`config.mk`:
```
export PLATFORM = sky130hd
export DESIGN_NAME = dmme_core
export DESIGN_NICKNAME = d
export VERILOG_FILES = /design/src/logic/dmme_pkg.sv /design/src/logic/dmme_core.sv
export SDC_FILE = /design/constraint.sdc
export NUM_CORES = 1
export LEC_CHECK = 0
export ABC_AREA = 0
export ABC_CLOCK_PERIOD_IN_PS = 4400
export BUFFER_PORTS_ARGS = -buffer_cell sky130_fd_sc_hd__buf_2
export CORE_UTILIZATION = 53
export CTS_CLUSTER_SIZE = 30
export DETAILED_ROUTE_END_ITERATION = 8
export PLACE_DENSITY = 0.78
export SYNTH_ARGS = -nofsm -noshare
export SYNTH_HDL_FRONTEND = slang
export SYNTH_SLANG_ARGS = --single-unit
```
`constraint.sdc`:
```
create_clock -name clk_sys -period 4.4 [get_ports clk_sys]
set_clock_uncertainty 0.15 [all_clocks]
set_input_delay 0.44 -clock clk_sys [delete_from_list [all_inputs] [get_ports clk_sys]]
set_output_delay 0.44 -clock clk_sys [all_outputs]
set_load 0.02 [all_outputs]
```
`src/logic/dmme_pkg.sv`:
```
`default_nettype none
package dmme_pkg;
  // kind of instruction cycle now running
  typedef enum logic [1:0] {
    ST_EXEC,
    ST_MOVE2,
    ST_SKIP1,
    ST_SKIP2
  } dmme_state_t;

  // four phases of one instruction cycle, one clock each
  localparam logic [1:0] PH_Q1 = 2'h0;
  localparam logic [1:0] PH_Q2 = 2'h1;
  localparam logic [1:0] PH_Q3 = 2'h2;
  localparam logic [1:0] PH_Q4 = 2'h3;
  localparam logic [1:0] PH_STEP = 2'h1;

  // opcode prefixes
  localparam logic [3:0] OP_MOVE_SRC = 4'hC;
  localparam logic [3:0] OP_MOVE_DST = 4'hF;
  localparam logic [7:0] OP_LOAD_BANK = 8'h01;
  localparam logic [7:0] OP_LOAD_ACC = 8'h0E;
  localparam logic [7:0] OP_MULTIPLY = 8'h0D;
  localparam logic [6:0] OP_STORE = 7'h37;
  localparam logic [15:0] INSTR_NOP = 16'h0000;

  // data space map
  localparam logic [11:0] ACC_DATA_ADDR = 12'hFE8;
  localparam logic [7:0] ACCESS_SPLIT = 8'h80;
  localparam logic [3:0] ACCESS_LOW_BANK = 4'h0;
  localparam logic [3:0] ACCESS_HIGH_BANK = 4'hF;

  // values after reset
  localparam logic [7:0] RST_BYTE = 8'h00;
  localparam logic [11:0] RST_ADDR = 12'h000;
endpackage
`default_nettype wire

```
`src/logic/dmme_core.sv`:
```
`timescale 1ns/100ps
`default_nettype none
module dmme_core (
  // clock and reset
  input wire logic clk_sys,
  input wire logic resetn,
  // program memory side
  input wire logic [15:0] instrWord,
  input wire logic skipIn,
  // data memory side
  input wire logic [7:0] dataRdData,
  output logic [11:0] dataAddr_reg,
  output logic dataRdEn_reg,
  output logic dataWrEn_reg,
  output logic [7:0] dataWrData_reg,
  // core registers
  output logic [7:0] acc_reg,
  output logic [7:0] bankSelect_reg,
  output logic [7:0] productHigh_reg,
  output logic [7:0] productLow_reg,
  output logic [1:0] phase_reg
);

  function automatic logic [11:0] mapFile(input logic access,
                                          input logic [7:0] f,
                                          input logic [7:0] bank);
    logic [3:0] hi;
    hi = (f < dmme_pkg::ACCESS_SPLIT) ? dmme_pkg::ACCESS_LOW_BANK
                                      : dmme_pkg::ACCESS_HIGH_BANK;
    mapFile = access ? {bank[3:0], f} : {hi, f};
  endfunction

  function automatic logic [15:0] mult(input logic [7:0] a,
                                       input logic [7:0] b);
    // widen first so the upper byte of the product is never lost
    mult = {8'h00, a} * {8'h00, b};
  endfunction

  dmme_pkg::dmme_state_t state_reg, state_next;
  logic [15:0] instr_reg, instr_next;
  logic [7:0] moveByte_reg;

  // decode of the word in hand
  wire inExec = (state_reg == dmme_pkg::ST_EXEC);
  wire inMove2 = (state_reg == dmme_pkg::ST_MOVE2);
  wire isMoveSrc = inExec && (instr_reg[15:12] == dmme_pkg::OP_MOVE_SRC);
  wire moveDstOk = inMove2 && (instr_reg[15:12] == dmme_pkg::OP_MOVE_DST);
  wire isLoadBank = inExec && (instr_reg[15:8] == dmme_pkg::OP_LOAD_BANK);
  wire isLoadAcc = inExec && (instr_reg[15:8] == dmme_pkg::OP_LOAD_ACC);
  wire isMultiply = inExec && (instr_reg[15:8] == dmme_pkg::OP_MULTIPLY);
  wire isStore = inExec && (instr_reg[15:9] == dmme_pkg::OP_STORE);
  wire srcIsAcc = (instr_reg[11:0] == dmme_pkg::ACC_DATA_ADDR);
  wire dstIsAcc = moveDstOk && srcIsAcc;
  wire [11:0] storeAddr = mapFile(instr_reg[8], instr_reg[7:0],
                                  bankSelect_reg);
  wire [15:0] product = mult(acc_reg, instr_reg[7:0]);
  wire incomingMove = (instrWord[15:12] == dmme_pkg::OP_MOVE_SRC);

  // write planned for Q4 of this cycle
  wire wrNext = isStore || (moveDstOk && !dstIsAcc);
  wire [11:0] wrAddr = isStore ? storeAddr : instr_reg[11:0];
  wire [7:0] wrData = isStore ? acc_reg : moveByte_reg;

  // next cycle kind, taken at the end of Q4
  always_comb begin
    state_next = dmme_pkg::ST_EXEC;
    instr_next = skipIn ? dmme_pkg::INSTR_NOP : instrWord;
    case (state_reg)
      dmme_pkg::ST_EXEC: begin
        if (isMoveSrc) begin
          state_next = dmme_pkg::ST_MOVE2;
          instr_next = instrWord;
        end else if (skipIn && incomingMove) begin
          state_next = dmme_pkg::ST_SKIP1;
        end
      end
      dmme_pkg::ST_SKIP1: begin
        // second word must never run as an instruction
        state_next = dmme_pkg::ST_SKIP2;
        instr_next = dmme_pkg::INSTR_NOP;
      end
      dmme_pkg::ST_MOVE2: state_next = dmme_pkg::ST_EXEC;
      dmme_pkg::ST_SKIP2: state_next = dmme_pkg::ST_EXEC;
      default: state_next = dmme_pkg::ST_EXEC;
    endcase
  end

  always_ff @(posedge clk_sys or negedge resetn) begin
    if (!resetn) begin
      phase_reg <= dmme_pkg::PH_Q1;
    end else begin
      phase_reg <= phase_reg + dmme_pkg::PH_STEP;
    end
  end

  always_ff @(posedge clk_sys or negedge resetn) begin
    if (!resetn) begin
      state_reg <= dmme_pkg::ST_EXEC;
      instr_reg <= dmme_pkg::INSTR_NOP;
    end else if (phase_reg == dmme_pkg::PH_Q4) begin
      state_reg <= state_next;
      instr_reg <= instr_next;
    end
  end

  // data port: source read in Q2, write in Q4
  always_ff @(posedge clk_sys or negedge resetn) begin
    if (!resetn) begin
      dataAddr_reg <= dmme_pkg::RST_ADDR;
      dataRdEn_reg <= 1'b0;
      dataWrEn_reg <= 1'b0;
      dataWrData_reg <= dmme_pkg::RST_BYTE;
    end else begin
      case (phase_reg)
        dmme_pkg::PH_Q1: begin
          dataAddr_reg <= instr_reg[11:0];
          dataRdEn_reg <= isMoveSrc && !srcIsAcc;
        end
        dmme_pkg::PH_Q2: dataRdEn_reg <= 1'b0;
        dmme_pkg::PH_Q3: begin
          dataWrEn_reg <= wrNext;
          dataAddr_reg <= wrAddr;
          dataWrData_reg <= wrData;
        end
        dmme_pkg::PH_Q4: dataWrEn_reg <= 1'b0;
        default: dataWrEn_reg <= 1'b0;
      endcase
    end
  end

  // source byte; the accumulator stands in for its own address
  always_ff @(posedge clk_sys or negedge resetn) begin
    if (!resetn) begin
      moveByte_reg <= dmme_pkg::RST_BYTE;
    end else if (phase_reg == dmme_pkg::PH_Q2 && isMoveSrc) begin
      moveByte_reg <= srcIsAcc ? acc_reg : dataRdData;
    end
  end

  // core register writes at the end of Q4; no flags exist here to touch
  always_ff @(posedge clk_sys or negedge resetn) begin
    if (!resetn) begin
      acc_reg <= dmme_pkg::RST_BYTE;
      bankSelect_reg <= dmme_pkg::RST_BYTE;
      productHigh_reg <= dmme_pkg::RST_BYTE;
      productLow_reg <= dmme_pkg::RST_BYTE;
    end else if (phase_reg == dmme_pkg::PH_Q4) begin
      if (isLoadAcc) acc_reg <= instr_reg[7:0];
      else if (dstIsAcc) acc_reg <= moveByte_reg;
      if (isLoadBank) bankSelect_reg <= instr_reg[7:0];
      if (isMultiply) begin
        productHigh_reg <= product[15:8];
        productLow_reg <= product[7:0];
      end
    end
  end
endmodule
`default_nettype wire

```
[Word-level counts from Yosys, hierarchy flattened]
Index checks and enable logic that the tools add are counted.
Word-level totals
  output and inout port bits: 56
  word-level logic and storage cells: 69
  bits in registers: 82
Operators by class
  reductions and logical operators: 24
  magnitude comparators: 1
  $add $sub $neg: 1
  eq/ne operators: 14
  muxes and demuxes: 16
  multiply operators: 1
Operators by type and width (number)
  $mux 16: 2
  $mux 8: 4
  $pmux 16 s2: 1
  $mux 12: 2
  $pmux 12 s2: 1
  $eq 8x4->1 const B: 2
  $mul 8x8->16: 1
  $eq 12x12->1 const B: 1
  $eq 4x4->1 const B: 3
  $logic_and 1x1->1: 11
  $eq 2x2->1 const B: 4
  $eq 8x1->1 const B: 1
  $lt 8x8->1 const B: 1
  $reduce_bool 2->1: 4
  $eq 7x6->1 const B: 1
  $pmux 2 s3: 1
  $reduce_and 2->1: 3
  $eq 2x1->1 const B: 2
  $logic_not 2->1: 2
  $mux 2: 2
  $mux 4: 1
  $pmux 1 s2: 2
  $add 2x1->2 const B: 1
  $logic_not 1->1: 2
  other kinds (2): 2

[Longest topological paths before layout]
Gate-level depths: netlist (run 1).
  word-level depth: 7
  depth in mapped cells: 17
  mapped depth without buffers: 16

[Least setup slack after synthesis (run 1)]
OpenSTA, ideal clock, no wires.
  kind: flip-flop to flip-flop
  start: register acc_reg[3]
  end: register productHigh_reg[4]
  clock period less this slack: 4554 ps
  path slack: -154 ps
  arrival time: 4276 ps
  data required time: 4122 ps
  buffers on the path: 1
  stages on the path, launching flop included: 16
  path through: dfrtp_1 > clkbuf_1 > and2_1 > fa_1 > fa_1 > fa_1 > inv_1 > fa_1 > inv_1 > ha_1 > a21o_1 > a21o_1 > a211o_1 > a31oi_1 > xor2_1 > o21ai_0
Between the ends
  longest elaborated chain between the ends: 1
Ends and longest elaborated chain
  start: declaration: line dmme_core.sv:17  | output logic [7:0] acc_reg,
  start signal: assignment: line dmme_core.sv:143  | acc_reg <= dmme_pkg::RST_BYTE;
  start signal: assignment: line dmme_core.sv:148  | if (isLoadAcc) acc_reg <= instr_reg[7:0];
  start signal: assignment: line dmme_core.sv:149  | else if (dstIsAcc) acc_reg <= moveByte_reg;
  $mul 8x8->16: line dmme_core.sv:36  | mult = {8'h00, a} * {8'h00, b};
  end signal: assignment: line dmme_core.sv:145  | productHigh_reg <= dmme_pkg::RST_BYTE;
  end signal: assignment: line dmme_core.sv:152  | productHigh_reg <= product[15:8];
  end: declaration: line dmme_core.sv:19  | output logic [7:0] productHigh_reg,
No other way between the ends.
A chain may end at the register's enable or synchronous reset.

[Worst setup path after layout (run 1)]
  start: register instr_reg[4]
  end: register productHigh_reg[4]
Between the ends
  longest elaborated chain between the ends: 1
Ends and longest elaborated chain
  start: declaration: line dmme_core.sv:40  | logic [15:0] instr_reg, instr_next;
  start signal: assignment: line dmme_core.sv:99  | instr_reg <= dmme_pkg::INSTR_NOP;
  start signal: assignment: line dmme_core.sv:102  | instr_reg <= instr_next;
  $mul 8x8->16: line dmme_core.sv:36
No other way between the ends.

==> impl_metrics.toml, run 1 <==
[grt]
grt_max_degree = 83
grt_use_total = 0.243
grt_pass1_wl_mm = 21.4
antenna_found_initial = 0
grt_pass1_vias = 4567
grt-ovfl-total = 0

[finish]
fin_cells = 831
fillers = 834
finish.utilization = 0.648
final_nets = 793
syn2layout_area_growth_pct = 18.2
drive_gt1_frac = 0.282
design_area_um2 = 6690
largest_register_ff_count = 16
antenna_cells = 0

[timing]
max_slew_margin = 0.325
rsz0062_at_grt = "false"
hold_violations = 0
fin_crit_ns = 4.26
fin_ws_ns = 0.138
fmax_mhz = 235
setup_violations = 0
max_slew.worst_pin.slew_ns = 1.01
fin_hold_ws_ns = 0.0779
post-route-period-util = 0.969
report.final.slew_viol_count = 0

[synthesis]
async_flop_share = 1.00
synth_top_family_by_area = "adder cells"
ys.flop_type = "dfrtp_1"
synth_top_area_share = 0.362
synth_compound_area_frac = 0.103
synth_edf_count = 0
yosysWarningCount = 0
synthCells = 589
synth.avg_cell_area_um2 = 9.62
synthSimpleGateAreaFrac = 0.165
synthMuxAreaShare = 0.0716
syn-cell-area_um2 = 5670
synth_nets = 692
seq_area_frac_synth = 0.362
synth-seq-cells = 82
synth_xor_area_frac = 0.0155
yosysTopAreaCell = "dfrtp_1"
synth_fa_ha_area_frac = 0.216
synth_cell_types = 46
synthTopCellsByArea = "dfrtp_1, fa_1, ha_1, and2_1, o21ai_0"

[setup_path]
end_kind = "flip-flop"
worstPathRequired_ns = 4.49
crit_chain = "buf_6 -> and2_4 -> fa_1 -> fa_2 -> fa_1 -> inv_2 -> fa_1 -> inv_1 -> ha_2 -> a21o_1 -> a21o_1 -> a211o_1 -> a31oi_1 -> xor2_1 -> o21ai_1"
cp_slowest_cell = "fa_1"
start_kind = "flip-flop"
crit_arrival_ns = 4.35
crit_top_cell = "fa_1"
max_stage_delay_ns = 0.53
path_class = "flip-flop to flip-flop"
crit_fanout = 6

[placed_design]
preCtsSetupSlack_ns = -0.0576
routabilityCongestion = 0.902
dp_cells = 811
hpwlAfterDp_mm = 9.69
io_buffers = 82
placed_area_um2 = 6410

[routing]
wl_mm = 12.4
first_pass_iters = 5
vias = 4405
remaining_drc_errors = 0
vias_per_cell = 5.30
route.antenna.remaining_nets = 0
post_drt_wl_per_cell_um = 14.9
dr.first_iter.drc_count = 198

[die]
coreArea_um2 = 10300
rows = 37
ios = 83
die_y_um = 105
start_util = 0.549
dieArea_um2 = 11100
die_w_um = 105

[power]
clock_power_share = 0.294
switchingPower_uw = 528
power_frac_seq = 0.516
ir_drop_mv = 0.202
switching_share = 0.307
p_leak_nw = 3.47
power_frac_comb = 0.189
power_density_nw_per_um2 = 257
p_int_mw = 1.19

[run]
drv_cap = 0

[clock_tree]
cts-buffers-inserted = 9
h-tree-depth = 3
cts_sinks = 82
clkLatencyLatePin_ns = 0.36
path_clk_slew_ns = 0.09
cts-root-buf = "clkbuf_8"
clockBufferDepth = 2
cts_tree = "done"

[run_status]
status = "finished clean"

[hold_path]
hold_class = "primary input to asynchronous set/reset pin"
## synthesized netlist by cell type, drive strengths merged, types with 2 or more instances
| cell | count |
|---|---|
| dfrtp | 82 |
| nand2 | 76 |
| inv | 68 |
| o21ai | 58 |
| and2 | 51 |
| ha | 40 |
| fa | 36 |
| clkbuf | 26 |
| nor2 | 21 |
| mux2 | 20 |
| a21oi | 19 |
| mux2i | 18 |
| o31ai | 6 |
| xnor2 | 6 |
| a21o | 5 |
| buf | 5 |
| nand3 | 5 |
| nand4 | 5 |
| a31oi | 4 |
| nor3 | 4 |
| nor4 | 4 |
| xor2 | 4 |
| nor2b | 3 |
| nor3b | 3 |
| a211oi | 2 |
| and3 | 2 |
| nand2b | 2 |
| o211ai | 2 |
| or3 | 2 |
## placed cells by master (no fill, tap or decap), types with 20 or more instances in the layout
cell and count:
buf_2 81, nand2_1 75, dfrtp_1 71, inv_1 65
o21ai_0 52, and2_1 49, buf_4 39, ha_1 36
fa_1 33, nor2_1 21, mux2_2 20
## power by group through the flow
| stage | sequential, mW | combinational [mW] | clock (mW) |
|---|---|---|---|
| 4_1_cts | 0.888 | 0.322 | 0.518 |
| 3_5_place_dp | 0.902 | 0.320 | 0 |
| 5_1_grt | 0.899 | 0.366 | 0.548 |
| 2_1_floorplan | 0.926 | 0.155 | 0 |
| 3_3_place_gp | 0.899 | 0.310 | 0 |
| 6_report | 0.889 | 0.326 | 0.507 |
## layer usage
| layer | share of wire | track usage | routed length (um) |
|---|---|---|---|
| met1 | 0.45 | 0.315 | 5530 |
| met3 | 0.035 | 0.0322 | 435 |
| met5 | 0 | 0 | 0 |
| met2 | 0.50 | 0.421 | 6250 |
| met4 | 0.015 | 0.0825 | 187 |
## layout make-up
cell class	count	area (um2)	share of cell area
clock inverters	4	27.5	0.00411
flip-flops and latches	82	2070	0.309
inverters	68	255	0.0381
repair buffers	121	709	0.106
multi-input cells	408	3310	0.495
clock buffers	12	155	0.0232
well taps	136	170	0.0254
## worst paths after layout
kind                            slack [ns]  cells past startpoint                 end          startpoint
worst max-delay path                  0.14                     15  productHigh_reg[4]        instr_reg[4]
worst min-delay path                  0.08                      1   productLow_reg[0]              resetn
worst max register to register        0.14                     15  productHigh_reg[4]        instr_reg[4]
worst min register to register        0.33                      2  productHigh_reg[1]  productHigh_reg[1]
max in group asynchronous             3.29                      1          acc_reg[3]              resetn
min in group clk_sys                  0.14                      3        instr_reg[8]        instrWord[8]
## cell families after synthesis
group / count (synthesis)
simple gates: 181
compound gates: 103
buf+inv: 99
flops: 82
fa+ha+maj: 76
mux: 38
xor+xnor: 10
## critical path: cells and delay by family (launching register included)
family	cells	cell delay (ns)
buffers and inverters	3	0.22
AND/OR/NAND/NOR	1	0.15
XOR/XNOR	1	0.16
adder cells (fa/ha/maj)	5	2.14
AO/OA/AOI/OAI	5	0.87
flip-flops	1	0.45
## through the flow
stage               power [mW]  setup TNS [ns]
floorplan                 1.08         -0.0231
global placement          1.21               0
detailed placement        1.22          -0.131
CTS                       1.73               0
global route              1.81               0
finish                    1.72               0
## repair_timing
item / 4_1_cts / 5_1_grt
hold buffers: 0 / 0
buffers inserted: 0 / 4
endpoints found under the setup margin: 5 / 7
cloned: 0 / 0
resized for setup: 6 / 22
pin swaps: 6 / 16
Note: power is estimated with default switching activity, not from simulation.
==> inputs of run 2 (changes only) <==
--- a/config.mk
+++ b/config.mk
@@ -6,12 +6,13 @@
 export NUM_CORES = 1
 export LEC_CHECK = 0
 export ABC_AREA = 0
-export ABC_CLOCK_PERIOD_IN_PS = 4400
+export ABC_CLOCK_PERIOD_IN_PS = 3750
 export BUFFER_PORTS_ARGS = -buffer_cell sky130_fd_sc_hd__buf_2
 export CORE_UTILIZATION = 53
 export CTS_CLUSTER_SIZE = 30
 export DETAILED_ROUTE_END_ITERATION = 8
 export PLACE_DENSITY = 0.78
+export SKIP_CTS_REPAIR_TIMING = 1
 export SYNTH_ARGS = -nofsm -noshare
 export SYNTH_HDL_FRONTEND = slang
 export SYNTH_SLANG_ARGS = --single-unit
==> constraint.sdc (replaced) <==
create_clock -name clk_sys -period 3.75 [get_ports clk_sys]
set_clock_uncertainty 0.15 [all_clocks]
set_input_delay 0.375 -clock clk_sys [delete_from_list [all_inputs] [get_ports clk_sys]]
set_output_delay 0.375 -clock clk_sys [all_outputs]
set_load 0.02 [all_outputs]
==> run 2 against run 1 <==
The run now ends with negative hold slack, negative setup slack left; sequential power is 17% higher; global-route usage is 0.34 points higher; flip-flop and latch count stayed put; register-to-register slack worse by 0.64 ns; power is 25% higher; worst setup slack worse by 0.64 ns; clock-buffer cell count is 3 lower; utilization is 3.2 points higher; non-clock buffer count is 24 higher; critical endpoint is now productHigh_reg[6]; largest cell class unchanged; highest routed layer unchanged.
==> impl_metrics.toml, run 2 (synthesized netlist as in run 1, its figures left out) <==
[timing]
setup_violations = 9
hold_violations = 6
rsz0062_at_grt = "true"
fmax_mhz = 235
report.final.slew_viol_count = 0
fin_hold_ws_ns = -0.0121
max_slew.worst_pin.slew_ns = 1.03
fin_ws_ns = -0.504
max_slew_margin = 0.311
post-route-period-util = 1.13
fin_crit_ns = 4.25

[finish]
fillers = 784
multi_input_area_um2 = 3420
mostFrequentLayoutCell = "buf_2"
final_nets = 817
design_area_um2 = 7020
drive_gt1_frac = 0.335
final_cell_mix = "buf_2, nand2_1, dfrtp_1"
syn2layout_area_growth_pct = 23.9
seqCellArea_um2 = 2070
antenna_cells = 0
largest_register_ff_count = 16

[grt]
grt_max_degree = 83
grt_pass1_vias = 4620
grt_pass1_wl_mm = 21.6
grt_use_total = 0.247
grt-ovfl-total = 0
antenna_found_initial = 0

[power]
power_mw = 2.15
ir_drop_mv = 0.221
p_leak_nw = 3.63
power_density_nw_per_um2 = 306

[setup_path]
start_kind = "flip-flop"
timing.rr.end = "productHigh_reg[6]"
worstPathRequired_ns = 3.83
r2r_slack_ns = -0.50
crit_fanout = 6
crit_arrival_ns = 4.34
path_class = "flip-flop to flip-flop"
r2r-start = "instr_reg[2]"
end_kind = "flip-flop"
reg2reg_depth = 15

[placed_design]
hpwlAfterDp_mm = 9.81
routabilityCongestion = 0.899
placed_area_um2 = 6630
io_buffers = 82
preCtsSetupSlack_ns = -0.511

[routing]
vias = 4532
post_drt_wl_per_cell_um = 15.6
vias_per_cell = 5.30
remaining_drc_errors = 0
first_pass_iters = 4
dr.first_iter.drc_count = 225
route.antenna.remaining_nets = 0
wl_mm = 13.3

[die]
coreArea_um2 = 10300
rows = 37
dieArea_um2 = 11100
die_y_um = 105
ios = 83
die_w_um = 105
start_util = 0.549

[run_status]
status = "complete, but fails checks"
failed_checks = "negative hold slack, negative setup slack"

[clock_tree]
clockBufferDepth = 2
cts-root-buf = "clkbuf_8"
cts_sinks = 82
cts_tree = "done"
path_clk_slew_ns = 0.10
cts-buffers-inserted = 9
h-tree-depth = 3
clkLatencyLatePin_ns = 0.38

[hold_path]
hold_class = "primary input to asynchronous set/reset pin"

[run]
drv_cap = 0
[run 2: per-layer routing]
metal | wire (um) | vias up | GRT usage
li1 | - | 2175 | -
met3 | 554 | 21 | 0.0451
met4 | 244 | 0 | 0.0956
met2 | 6680 | 131 | 0.418
met5 | 0 | - | 0
met1 | 5860 | 2205 | 0.314
[run 2: worst max path at each step]
stage            startpoint                  to  slack (ns)
2_1_floorplan    acc_reg[7]  productHigh_reg[4]       -0.48
3_3_place_gp     acc_reg[2]  productHigh_reg[6]       -0.39
3_5_place_dp     acc_reg[2]  productHigh_reg[4]       -0.51
4_1_cts          acc_reg[2]  productHigh_reg[4]       -0.53
5_1_grt        instr_reg[3]  productHigh_reg[6]       -0.64
6_report       instr_reg[2]  productHigh_reg[6]       -0.50
[run 2: where the power goes]
part / total (mW) / internal, mW / switching (mW)
sequential: 1.04 / 0.965 / 0.0734
combinational: 0.417 / 0.175 / 0.242
clock: 0.691 / 0.319 / 0.372
total: 2.15 / 1.46 / 0.688
[run 2: through the flow]
stage / util / cells / setup TNS (ns)
2_1_floorplan: - / 589 / -2.12
3_3_place_gp: 0.642 / 828 / -2.52
3_5_place_dp: 0.642 / 828 / -3.32
4_1_cts: 0.662 / 844 / -3.50
5_1_grt: 0.680 / 855 / -4.68
6_report: 0.680 / 855 / -3.50
[run 2: layout make-up]
type | count | share of cell area
well taps | 136 | 0.0242
repair buffers | 145 | 0.128
flip-flops and latches | 82 | 0.294
multi-input cells | 408 | 0.487
inverters | 68 | 0.0364
clock inverters | 7 | 0.0118
clock buffers | 9 | 0.0176
[run 2: critical path: stages (launching register included)]
cell	delay, ns
dfrtp_2	0.45
and2_4	0.16
fa_1	0.52
fa_1	0.51
fa_1	0.49
inv_1	0.05
fa_1	0.49
inv_2	0.05
ha_4	0.23
a21o_1	0.18
a21o_1	0.18
buf_4	0.14
a31oi_4	0.16
o31ai_4	0.10
mux2i_1	0.15
o211ai_1	0.10
